$ cat config.mk
export PLATFORM = sky130hd
export DESIGN_NAME = adc_channel_result_control
export DESIGN_NICKNAME = d
export VERILOG_FILES = /design/src/shared/adc_select_pkg.sv /design/src/logic/adc_channel_result_control.sv /design/src/logic/channel_decode.sv /design/src/logic/code_format.sv
export SDC_FILE = /design/constraint.sdc
export NUM_CORES = 1
export LEC_CHECK = 0
export ABC_CLOCK_PERIOD_IN_PS = 1300
export BUFFER_PORTS_ARGS = -buffer_cell sky130_fd_sc_hd__buf_2
export CAP_MARGIN = 20
export CORE_ASPECT_RATIO = 0.9
export CORE_UTILIZATION = 49
export CTS_CLUSTER_SIZE = 24
export DETAILED_ROUTE_END_ITERATION = 8
export PLACE_DENSITY = 0.75
export SYNTH_ARGS = -nofsm -noshare
export SYNTH_HDL_FRONTEND = slang
export SYNTH_SLANG_ARGS = --single-unit
$ cat constraint.sdc
create_clock -name clock -period 1.3 [get_ports clock]
set_input_delay 0.195 -clock clock [delete_from_list [all_inputs] [get_ports clock]]
set_output_delay 0.195 -clock clock [all_outputs]
set_load 0.005 [all_outputs]
$ cat src/shared/adc_select_pkg.sv
// How it works
// Single-ended code is unsigned, 0 to 0x3ff
// Differential code is two's complement, clamped
// Result bytes loaded before done flag sets; logic loads result and done flag on the same edge
// Selection register: reference, align, channel; reset zero
// Reference codes: external, supply, reserved, internal
// Selection changes wait until conversion completes
// Alignment bit picks left or right placement
// Alignment change shows at once
// Codes 0-7 single-ended, 8-15 no input
// Differential pairs, bandgap and ground codes
// Outside logic keeps analog pins quiet converting
// Byte layout for right and left alignment
// Low byte read freezes bytes until high read
package adc_select_pkg;
   // ----------------------------------------
   // Register map
   // ----------------------------------------
   localparam logic [2:0] ADDR_SELECT = 3'h0;
   localparam logic [2:0] ADDR_CONTROL = 3'h1;
   localparam logic [2:0] ADDR_RESULT_LOW = 3'h2;
   localparam logic [2:0] ADDR_RESULT_HIGH = 3'h3;
   localparam logic [2:0] ADDR_IRQ_STATUS = 3'h4;
   localparam logic [2:0] ADDR_IRQ_MASK = 3'h5;
   localparam logic [7:0] SELECT_RESET = 8'h00;
   localparam int REF_HI = 7;
   localparam int REF_LO = 6;
   localparam int ALIGN_BIT = 5;
   localparam int CHAN_HI = 4;
   localparam int CTRL_START_BIT = 0;
   localparam int CTRL_BUSY_BIT = 1;
   localparam int CTRL_INVALID_BIT = 2;
   // ----------------------------------------
   // Reference and channel codes
   // ----------------------------------------
   localparam logic [1:0] REF_EXTERNAL = 2'h0;
   localparam logic [1:0] REF_SUPPLY = 2'h1;
   localparam logic [1:0] REF_RESERVED = 2'h2;
   localparam logic [1:0] REF_INTERNAL = 2'h3;
   localparam logic [1:0] CHAN_GROUP_SINGLE = 2'h0;
   localparam logic [1:0] CHAN_GROUP_NONE = 2'h1;
   localparam logic [1:0] CHAN_GROUP_NEG1 = 2'h2;
   localparam logic [1:0] CHAN_GROUP_NEG2 = 2'h3;
   localparam logic [2:0] CHAN_BANDGAP = 3'h6;
   localparam logic [2:0] CHAN_GROUND = 3'h7;
   localparam logic [2:0] NEG_INPUT_1 = 3'h1;
   localparam logic [2:0] NEG_INPUT_2 = 3'h2;
   // ----------------------------------------
   // Code limits and timing
   // ----------------------------------------
   localparam logic [9:0] SINGLE_MAX = 10'h3ff;
   localparam logic [9:0] DIFF_MAX = 10'h1ff;
   localparam logic [9:0] DIFF_MIN = 10'h200;
   localparam int CONV_CYCLES = 13;
   typedef enum logic [1:0] {SRC_NONE, SRC_SINGLE, SRC_DIFF, SRC_FIXED} source_kind_t;
endpackage : adc_select_pkg

$ cat src/logic/adc_channel_result_control.sv
`timescale 1ns/1ps
module adc_channel_result_control
   import adc_select_pkg::*;
#(
   parameter int CONVERSION_CYCLES = CONV_CYCLES
)
(
   input wire logic clock,
   input wire logic rst_n,
   input wire logic [2:0] address,
   input wire logic [7:0] write_data,
   input wire logic write_strobe,
   input wire logic read_strobe,
   output logic [7:0] read_data,
   input wire logic [10:0] sample_value,
   output logic [1:0] reference_select,
   output logic [4:0] channel_select,
   output logic [2:0] pos_input,
   output logic [2:0] neg_input,
   output logic source_differential,
   output logic source_fixed,
   output logic source_valid,
   output logic sample_request,
   output logic conversion_busy,
   output logic irq
);
   // ----------------------------------------
   // Registers
   // ----------------------------------------
   typedef enum logic [1:0] {IDLE, CONVERT, FINISH} conv_state_t;
   conv_state_t state_reg;
   logic [7:0] select_reg;
   logic [1:0] ref_active_reg;
   logic [4:0] chan_active_reg;
   logic [9:0] result_reg;
   logic [9:0] frozen_reg;
   logic freeze_reg;
   logic [7:0] count_reg;
   logic done_flag_reg;
   logic mask_reg;
   logic [7:0] read_next;
   logic [9:0] code;
   logic [9:0] shown;
   logic [7:0] low_byte;
   logic [7:0] high_byte;
   logic left_align_result;
   logic start;
   logic done;
   source_kind_t kind;

   assign left_align_result = select_reg[ALIGN_BIT];
   assign start = write_strobe && address == ADDR_CONTROL && write_data[CTRL_START_BIT];
   assign done = state_reg == FINISH;

   channel_decode u_decode (
      .channel_select(chan_active_reg),
      .kind(kind),
      .pos_input(pos_input),
      .neg_input(neg_input)
   );

   code_format u_format (
      .differential(kind == SRC_DIFF),
      .sample(sample_value),
      .code(code)
   );

   // ----------------------------------------
   // Selection register
   // ----------------------------------------
   always_ff @(posedge clock) begin
      if (!rst_n) select_reg <= SELECT_RESET;
      else if (write_strobe && address == ADDR_SELECT) select_reg <= write_data;
   end

   // Active selection follows the register only outside a conversion
   always_ff @(posedge clock) begin
      if (!rst_n) begin
         ref_active_reg <= REF_EXTERNAL;
         chan_active_reg <= 5'h00;
      end else if (state_reg == IDLE || done) begin
         ref_active_reg <= select_reg[REF_HI:REF_LO];
         chan_active_reg <= select_reg[CHAN_HI:0];
      end
   end

   // ----------------------------------------
   // Conversion sequencer
   // ----------------------------------------
   always_ff @(posedge clock) begin
      if (!rst_n) begin
         state_reg <= IDLE;
         count_reg <= 8'h00;
      end else begin
         case (state_reg)
            IDLE: if (start) begin
               state_reg <= CONVERT;
               count_reg <= 8'h00;
            end
            CONVERT: begin
               count_reg <= count_reg + 8'h01;
               if (count_reg == 8'(CONVERSION_CYCLES - 2)) state_reg <= FINISH;
            end
            FINISH: state_reg <= IDLE;
            default: state_reg <= IDLE;
         endcase
      end
   end

   // Result loads in the same edge that raises the done flag
   always_ff @(posedge clock) begin
      if (!rst_n) result_reg <= 10'h000;
      else if (done) begin
         if (kind == SRC_NONE || ref_active_reg == REF_RESERVED) result_reg <= 10'h000;
         else result_reg <= code;
      end
   end

   // ----------------------------------------
   // Result byte lock
   // ----------------------------------------
   always_ff @(posedge clock) begin
      if (!rst_n) begin
         freeze_reg <= 1'b0;
         frozen_reg <= 10'h000;
      end else if (read_strobe && address == ADDR_RESULT_LOW) begin
         freeze_reg <= 1'b1;
         frozen_reg <= freeze_reg ? frozen_reg : result_reg;
      end else if (read_strobe && address == ADDR_RESULT_HIGH) begin
         freeze_reg <= 1'b0;
      end
   end

   assign shown = freeze_reg ? frozen_reg : result_reg;

   always_comb begin
      if (left_align_result) begin
         high_byte = shown[9:2];
         low_byte = {shown[1:0], 6'h00};
      end else begin
         high_byte = {6'h00, shown[9:8]};
         low_byte = shown[7:0];
      end
   end

   // ----------------------------------------
   // Interrupt status and mask
   // ----------------------------------------
   always_ff @(posedge clock) begin
      if (!rst_n) done_flag_reg <= 1'b0;
      else if (done) done_flag_reg <= 1'b1;
      else if (write_strobe && address == ADDR_IRQ_STATUS && write_data[0]) done_flag_reg <= 1'b0;
   end

   always_ff @(posedge clock) begin
      if (!rst_n) mask_reg <= 1'b0;
      else if (write_strobe && address == ADDR_IRQ_MASK) mask_reg <= write_data[0];
   end

   assign irq = done_flag_reg && mask_reg;

   // ----------------------------------------
   // Read port
   // ----------------------------------------
   always_comb begin
      read_next = 8'h00;
      case (address)
         ADDR_SELECT: read_next = select_reg;
         ADDR_CONTROL: begin
            read_next[CTRL_BUSY_BIT] = state_reg != IDLE;
            read_next[CTRL_INVALID_BIT] = kind == SRC_NONE;
         end
         ADDR_RESULT_LOW: read_next = low_byte;
         ADDR_RESULT_HIGH: read_next = high_byte;
         ADDR_IRQ_STATUS: read_next = {7'h00, done_flag_reg};
         ADDR_IRQ_MASK: read_next = {7'h00, mask_reg};
         default: read_next = 8'h00;
      endcase
   end

   always_ff @(posedge clock) begin
      if (!rst_n) read_data <= 8'h00;
      else if (read_strobe) read_data <= read_next;
      else read_data <= 8'h00;
   end

   // ----------------------------------------
   // Analog front-end controls
   // ----------------------------------------
   assign reference_select = ref_active_reg;
   assign channel_select = chan_active_reg;
   assign source_differential = kind == SRC_DIFF;
   assign source_fixed = kind == SRC_FIXED;
   assign source_valid = kind != SRC_NONE;
   assign sample_request = state_reg == CONVERT;
   assign conversion_busy = state_reg != IDLE;
endmodule : adc_channel_result_control

$ cat src/logic/channel_decode.sv
`timescale 1ns/1ps
module channel_decode
   import adc_select_pkg::*;
(
   input wire logic [4:0] channel_select,
   output source_kind_t kind,
   output logic [2:0] pos_input,
   output logic [2:0] neg_input
);
   always_comb begin
      kind = SRC_NONE;
      pos_input = channel_select[2:0];
      neg_input = 3'h0;
      case (channel_select[4:3])
         CHAN_GROUP_SINGLE: kind = SRC_SINGLE;
         CHAN_GROUP_NONE: kind = SRC_NONE;
         CHAN_GROUP_NEG1: begin
            kind = SRC_DIFF;
            neg_input = NEG_INPUT_1;
         end
         CHAN_GROUP_NEG2: begin
            if (channel_select[2:0] == CHAN_BANDGAP || channel_select[2:0] == CHAN_GROUND) begin
               kind = SRC_FIXED;
            end else begin
               kind = SRC_DIFF;
               neg_input = NEG_INPUT_2;
            end
         end
         default: kind = SRC_NONE;
      endcase
   end
endmodule : channel_decode

$ cat src/logic/code_format.sv
`timescale 1ns/1ps
module code_format
   import adc_select_pkg::*;
(
   input wire logic differential,
   input wire logic [10:0] sample,
   output logic [9:0] code
);
   // sample: single-ended unsigned 0..2047, low 10 bits give 0..1023 and values above 1023 clamp to 1023;
   // differential: signed 11-bit value already scaled by 512.
   always_comb begin
      if (differential) begin
         if (!sample[10] && sample[9]) code = DIFF_MAX;
         else if (sample[10] && !sample[9]) code = DIFF_MIN;
         else code = sample[9:0];
      end else begin
         code = sample[10] ? SINGLE_MAX : sample[9:0];
      end
   end
endmodule : code_format

# ---- Word level (Yosys, flattened, before mapping)
# Index checks and enable logic that the tools add are counted.
dict set report word_totals {
  reg_bits 56
  inputBits 26
  out_inout_bits 27
}
dict set report op_classes {
  n_addsub 1
  n_eq_ne 18
  muxes 24
  reduce_logical 28
}
# op count
set ops {}
lappend ops {{2-to-1 mux 10 bit} 6}
lappend ops {{2-to-1 mux 8 bit} 3}
lappend ops {{case mux 2 bit (4 select lines)} 2}
lappend ops {{case mux 8 bit (2 select lines)} 1}
lappend ops {{case mux 5 bit (3 select lines)} 1}
lappend ops {{equality test 2 bit (second input constant)} 6}
lappend ops {{equality test 3 bit (second input constant)} 4}
lappend ops {{logical AND 1 bit} 11}
lappend ops {{nonzero test 2 bit} 5}
lappend ops {{adder 8 x 1 -> 8 bit (second input constant)} 1}
lappend ops {{equality test 8 x 4 -> 1 bit (second input constant)} 1}
lappend ops {{equality test 3 x 2 -> 1 bit (second input constant)} 2}
lappend ops {{logical NOT 2 bit} 3}
lappend ops {{2-to-1 mux 2 bit} 3}
lappend ops {{case mux 3 bit (2 select lines)} 1}
lappend ops {{AND reduction 2 bit} 3}
lappend ops {{2-to-1 mux 1 bit} 5}
lappend ops {{case mux 1 bit (5 select lines)} 1}
lappend ops {{equality test 2 x 1 -> 1 bit (second input constant)} 2}
lappend ops {{case mux 2 bit (2 select lines)} 1}
lappend ops {{equality test 3 x 1 -> 1 bit (second input constant)} 1}
lappend ops {{logical NOT 3 bit} 1}
lappend ops {{logical OR 1 bit} 3}
lappend ops {{logical NOT 1 bit} 2}
lappend ops {{other kinds (2)} 2}

# ---- Logic depth before layout (Yosys ltp)
dict set report depth {
  ltp_word 7
  ltp_mapped 6
  ltp_nobuf 5
}

# ---- Cells and area by module
# A second synthesis with hierarchy kept.
dict set report unflattened {
  cells_unflattened 313
  area_unflattened_um2 2738.9
}
# mod n_inst cells_each area_per_inst_um2
set modules_own_cells {}
lappend modules_own_cells {adc_channel_result_control 1 270 2477.4}
lappend modules_own_cells {code_format 1 32 193.9}
lappend modules_own_cells {channel_decode 1 11 67.6}

# ---- Least setup slack after synthesis
# OpenSTA, ideal clock, no wires.
dict set report synth_path {
  kind {register to register}
  startpoint {register state_reg[0]}
  endpoint {register result_reg[8]}
  arrival_ns 1.298
  required_ns 1.205
  path_slack_ns -0.094
  stages_incl_launch_ff 7
  synth_period_minus_slack_ns 1.394
  path_cell_list {dfxtp_1 buf_4 nand2b_1 buf_2 nor3_2 nand2_1 a221oi_1}
}
dict set report synth_via {
  elab_chain_len 1
}
# item line_no
set synth_lines {}
lappend synth_lines {{from (decl)} adc_channel_result_control.sv:31} ;# conv_state_t state_reg;
lappend synth_lines {{from (signal assigned)} adc_channel_result_control.sv:92} ;# state_reg <= IDLE;
lappend synth_lines {{from (signal assigned)} adc_channel_result_control.sv:97} ;# state_reg <= CONVERT;
lappend synth_lines {{from (signal assigned)} adc_channel_result_control.sv:102} ;# if (count_reg == 8'(CONVERSION_CYCLES - 2)) state_reg <= FINISH;
lappend synth_lines {{equality test 2 bit} adc_channel_result_control.sv:53} ;# assign done = state_reg == FINISH;
lappend synth_lines {{to (signal assigned)} adc_channel_result_control.sv:115} ;# else result_reg <= code;
lappend synth_lines {{to (decl)} adc_channel_result_control.sv:35} ;# logic [9:0] result_reg;
# Every way passes these cells.
# A chain may end at the register's enable or synchronous reset.

# ---- Final worst setup path
dict set report layout_path {
  startpoint {register freeze_reg}
  endpoint {register read_data[0]}
}
dict set report layout_via {
  elab_chain_len 3
}
# item line_no
set layout_lines {}
lappend layout_lines {{from (decl)} adc_channel_result_control.sv:37} ;# logic freeze_reg;
lappend layout_lines {{from (signal assigned)} adc_channel_result_control.sv:124} ;# freeze_reg <= 1'b0;
lappend layout_lines {{from (signal assigned)} adc_channel_result_control.sv:127} ;# freeze_reg <= 1'b1;
lappend layout_lines {{from (signal assigned)} adc_channel_result_control.sv:130} ;# freeze_reg <= 1'b0;
lappend layout_lines {{2-to-1 mux 10 bit (*)} adc_channel_result_control.sv:134} ;# assign shown = freeze_reg ? frozen_reg : result_reg;
lappend layout_lines {{2-to-1 mux 8 bit} adc_channel_result_control.sv:137} ;# if (left_align_result) begin
lappend layout_lines {{case mux 1 bit (5 select lines) (*)} adc_channel_result_control.sv:167} ;# case (address)
lappend layout_lines {{to (signal assigned)} adc_channel_result_control.sv:183} ;# else if (read_strobe) read_data <= read_next;
lappend layout_lines {{to (decl)} adc_channel_result_control.sv:14} ;# output logic [7:0] read_data,
# Mark *: on every way between the ends. The rest lies on a longest branch, timed or not.

==> impl_metrics.tcl <==
set metrics [dict create \
    rsz0062_at_grt "yes" \
    synth.distinct_cells 46 \
    ys_warn_count 0 \
    synthesis.area_sq_mm 0.00260 \
    final_area_sq_mm 0.00378 \
    postLayoutCoreUtil_pct 75.8 \
    critical_path.max_fanout 4 \
    drt-total-wl_um 7430 \
    final-setup-viol-count 15 \
    ir_worst_vdd_v 0.000529 \
    yosysTopAreaCellShare_pct 43.1 \
    num_antenna_cells 0 \
    finalWorstSetupSlack_ps -142 \
    root_buffer "clkbuf_8" \
    ys_seq_elements 56 \
    power_w 0.00304 \
    path_cells "buf_4, mux2_2, mux2i_1, o221ai_1, nor2b_1" \
    r2r_setup_slack_ps -140 \
    critical_path_class "reg2reg" \
    dp_hpwl_um 4960 \
    via_count 2596 \
    globalRouteTotalUtil_pct 26.2 \
    antenna_found_initial 0 \
    hold_slack_ps 108 \
    wl_met1_um 3320 \
    layout-area-overhead-vs-synth_pct 45.2 \
    die_h_um 71.2 \
    status "complete, but fails checks" \
    powerDensity_mw_per_mm2 805 \
    yosysMostFrequentCell "dfxtp_1" \
    highest_layer "met4" \
    htreeDepth 2 \
    portBuffers 51 \
    crit_buf_inv 1 \
    met2WireLength_um 3500 \
    dieArea_sq_mm 0.00561 \
    finalCritPeriodShare_pct 111 \
    grt_start_max_net_pins 25 \
    grt_pass1_wl_um 11300 \
    drv_cap 0 \
    clock_latency_ps 320 \
    seq_area_frac_synth_pct 43.1 \
    cts_tree "built" \
    syn_avg_cell_area_sq_um 8.86 \
    finalSetupTns_ps -1170 \
    cts.sinks 56 \
    crit_required_ps 1510 \
    hp-class "in2reg" \
    dr.pass1.iters 7 \
    start_util_pct 52.2 \
    wl_met3_um 426 \
    postSynth.asyncResetShare_pct 0 \
    numCtsBuffers 5 \
    place_area_sq_mm 0.00322 \
    synthTopCellsByArea "dfxtp_1 43%, mux2i_1 9.6%, nand2_1 5.5%, a21oi_1 5.2%, nor2_1 4.6%" \
    drc 0 \
    wl_per_cell_um 16.2 \
    hold_viol 0 \
    end_kind "register" \
    fin_nets 421 \
    cts.path.max_buffers 2 \
    grt_overflow 0 \
    slowest_stage "dfxtp_4" \
    core_area_sq_mm 0.00498 \
    ant_nets 0 \
    synthFlopType "dfxtp_1" \
    gp_congestion 0.882 \
    drt_iter0_drc 225 \
    drive_gt1_share_pct 48.1 \
    fin_crit_ps 1440 \
    slowest_delay_ps 390 \
    synth_edf_count 0 \
    worstPathArrival_ps 1660 \
    synthTopCellsByCount "56 x dfxtp_1, 38 x nand2_1, 32 x nor2_1" \
    slew_violations 0 \
    synth_top_area_cell "dfxtp_1" \
    syn_inst 294 \
    synth_nets 321 \
    fin_skew_ps 9.16 \
    path_delay_family "multiplexers" \
    core.rowCount 24 \
    violations "negative setup slack" \
    cp-start-kind "register" \
    max_freq_mhz 693 \
    io_pins 53 \
    routed_via_density 5.64 \
    clkTransAtPathRegs_ps 100 \
    dieWidth_um 78.8 \
    p_leak_nw 1.59 \
    grt_pass1_vias 2328 \
]
-- layout make-up --
type	instances	area, sq um
Timing Repair Buffer	112	777
Tap cell	65	81.3
Sequential cell	56	1150
Inverter	7	28.8
Fill cell	357	1200
Multi-Input combinational cell	212	1650
Clock inverter	2	16.3
Clock buffer	6	72.6
-- worst min-delay path, stage by stage --
cell	delay, ps
buf_2	100
nand2_1	50
a21oi_1	50
-- final timing paths --
path,start,to,cells past startpoint
setup / recovery,freeze_reg,read_data[0],5
hold / removal,write_data[7],select_reg[7],3
setup reg to reg,freeze_reg,read_data[0],5
hold reg to reg,done_flag_reg,done_flag_reg,2
-- stage by stage --
| step | cells | worst slack (ps) |
|---|---|---|
| after global placement | 438 | -125 |
| after floorplan | 294 | -28.5 |
| after CTS | 449 | -98.0 |
| after global routing | 460 | -197 |
| final | 460 | -142 |
| after detailed placement | 438 | -155 |
-- cells by family after synthesis --
family,Yosys count,synth area share (%)
buf+inv,27,4.95
simple gates,112,21.3
fa+ha+maj,1,0.480
mux,35,13.9
flops,56,43.1
compound gates,62,16.1
other cells,1,0.144
-- layout by cell type, fill, tap and decap left out, types with 5 or more instances in the layout --
cell type  count
clkbuf_8       5
nor2b_1        6
dfxtp_4        7
a21oi_1       21
mux2i_1       23
nor2_1        29
buf_2         50
dfxtp_1       45
a21oi_2        6
buf_4         48
nand2_1       35
mux2_4         6
o2bb2ai_1      6
buf_6         13
o21ai_1        5
a221oi_2       7
-- routing by layer --
layer  GRT usage [%]  up-vias
met5               0        -
met4            10.3        0
met3            4.65       27
met2            42.0      105
met1            35.2     1220
li1                -     1244
-- power breakdown --
| group | leakage, nW | switching [W] | internal [W] |
|---|---|---|---|
| clock network | 0.0414 | 0.000591 | 0.000385 |
| registers | 0.459 | 0.0000150 | 0.00171 |
| logic | 1.09 | 0.000174 | 0.000163 |
| total | 1.59 | 0.000780 | 0.00226 |
-- timing repair --
item / 4_1_cts / 5_1_grt
buffers inserted: 4 / 10
gates cloned: 0 / 1
endpoints found under the setup margin: 30 / 34
resized for setup: 44 / 59
pin swaps: 6 / 26
hold buffers: 0 / 0
Power figures use the tool's default switching activity.
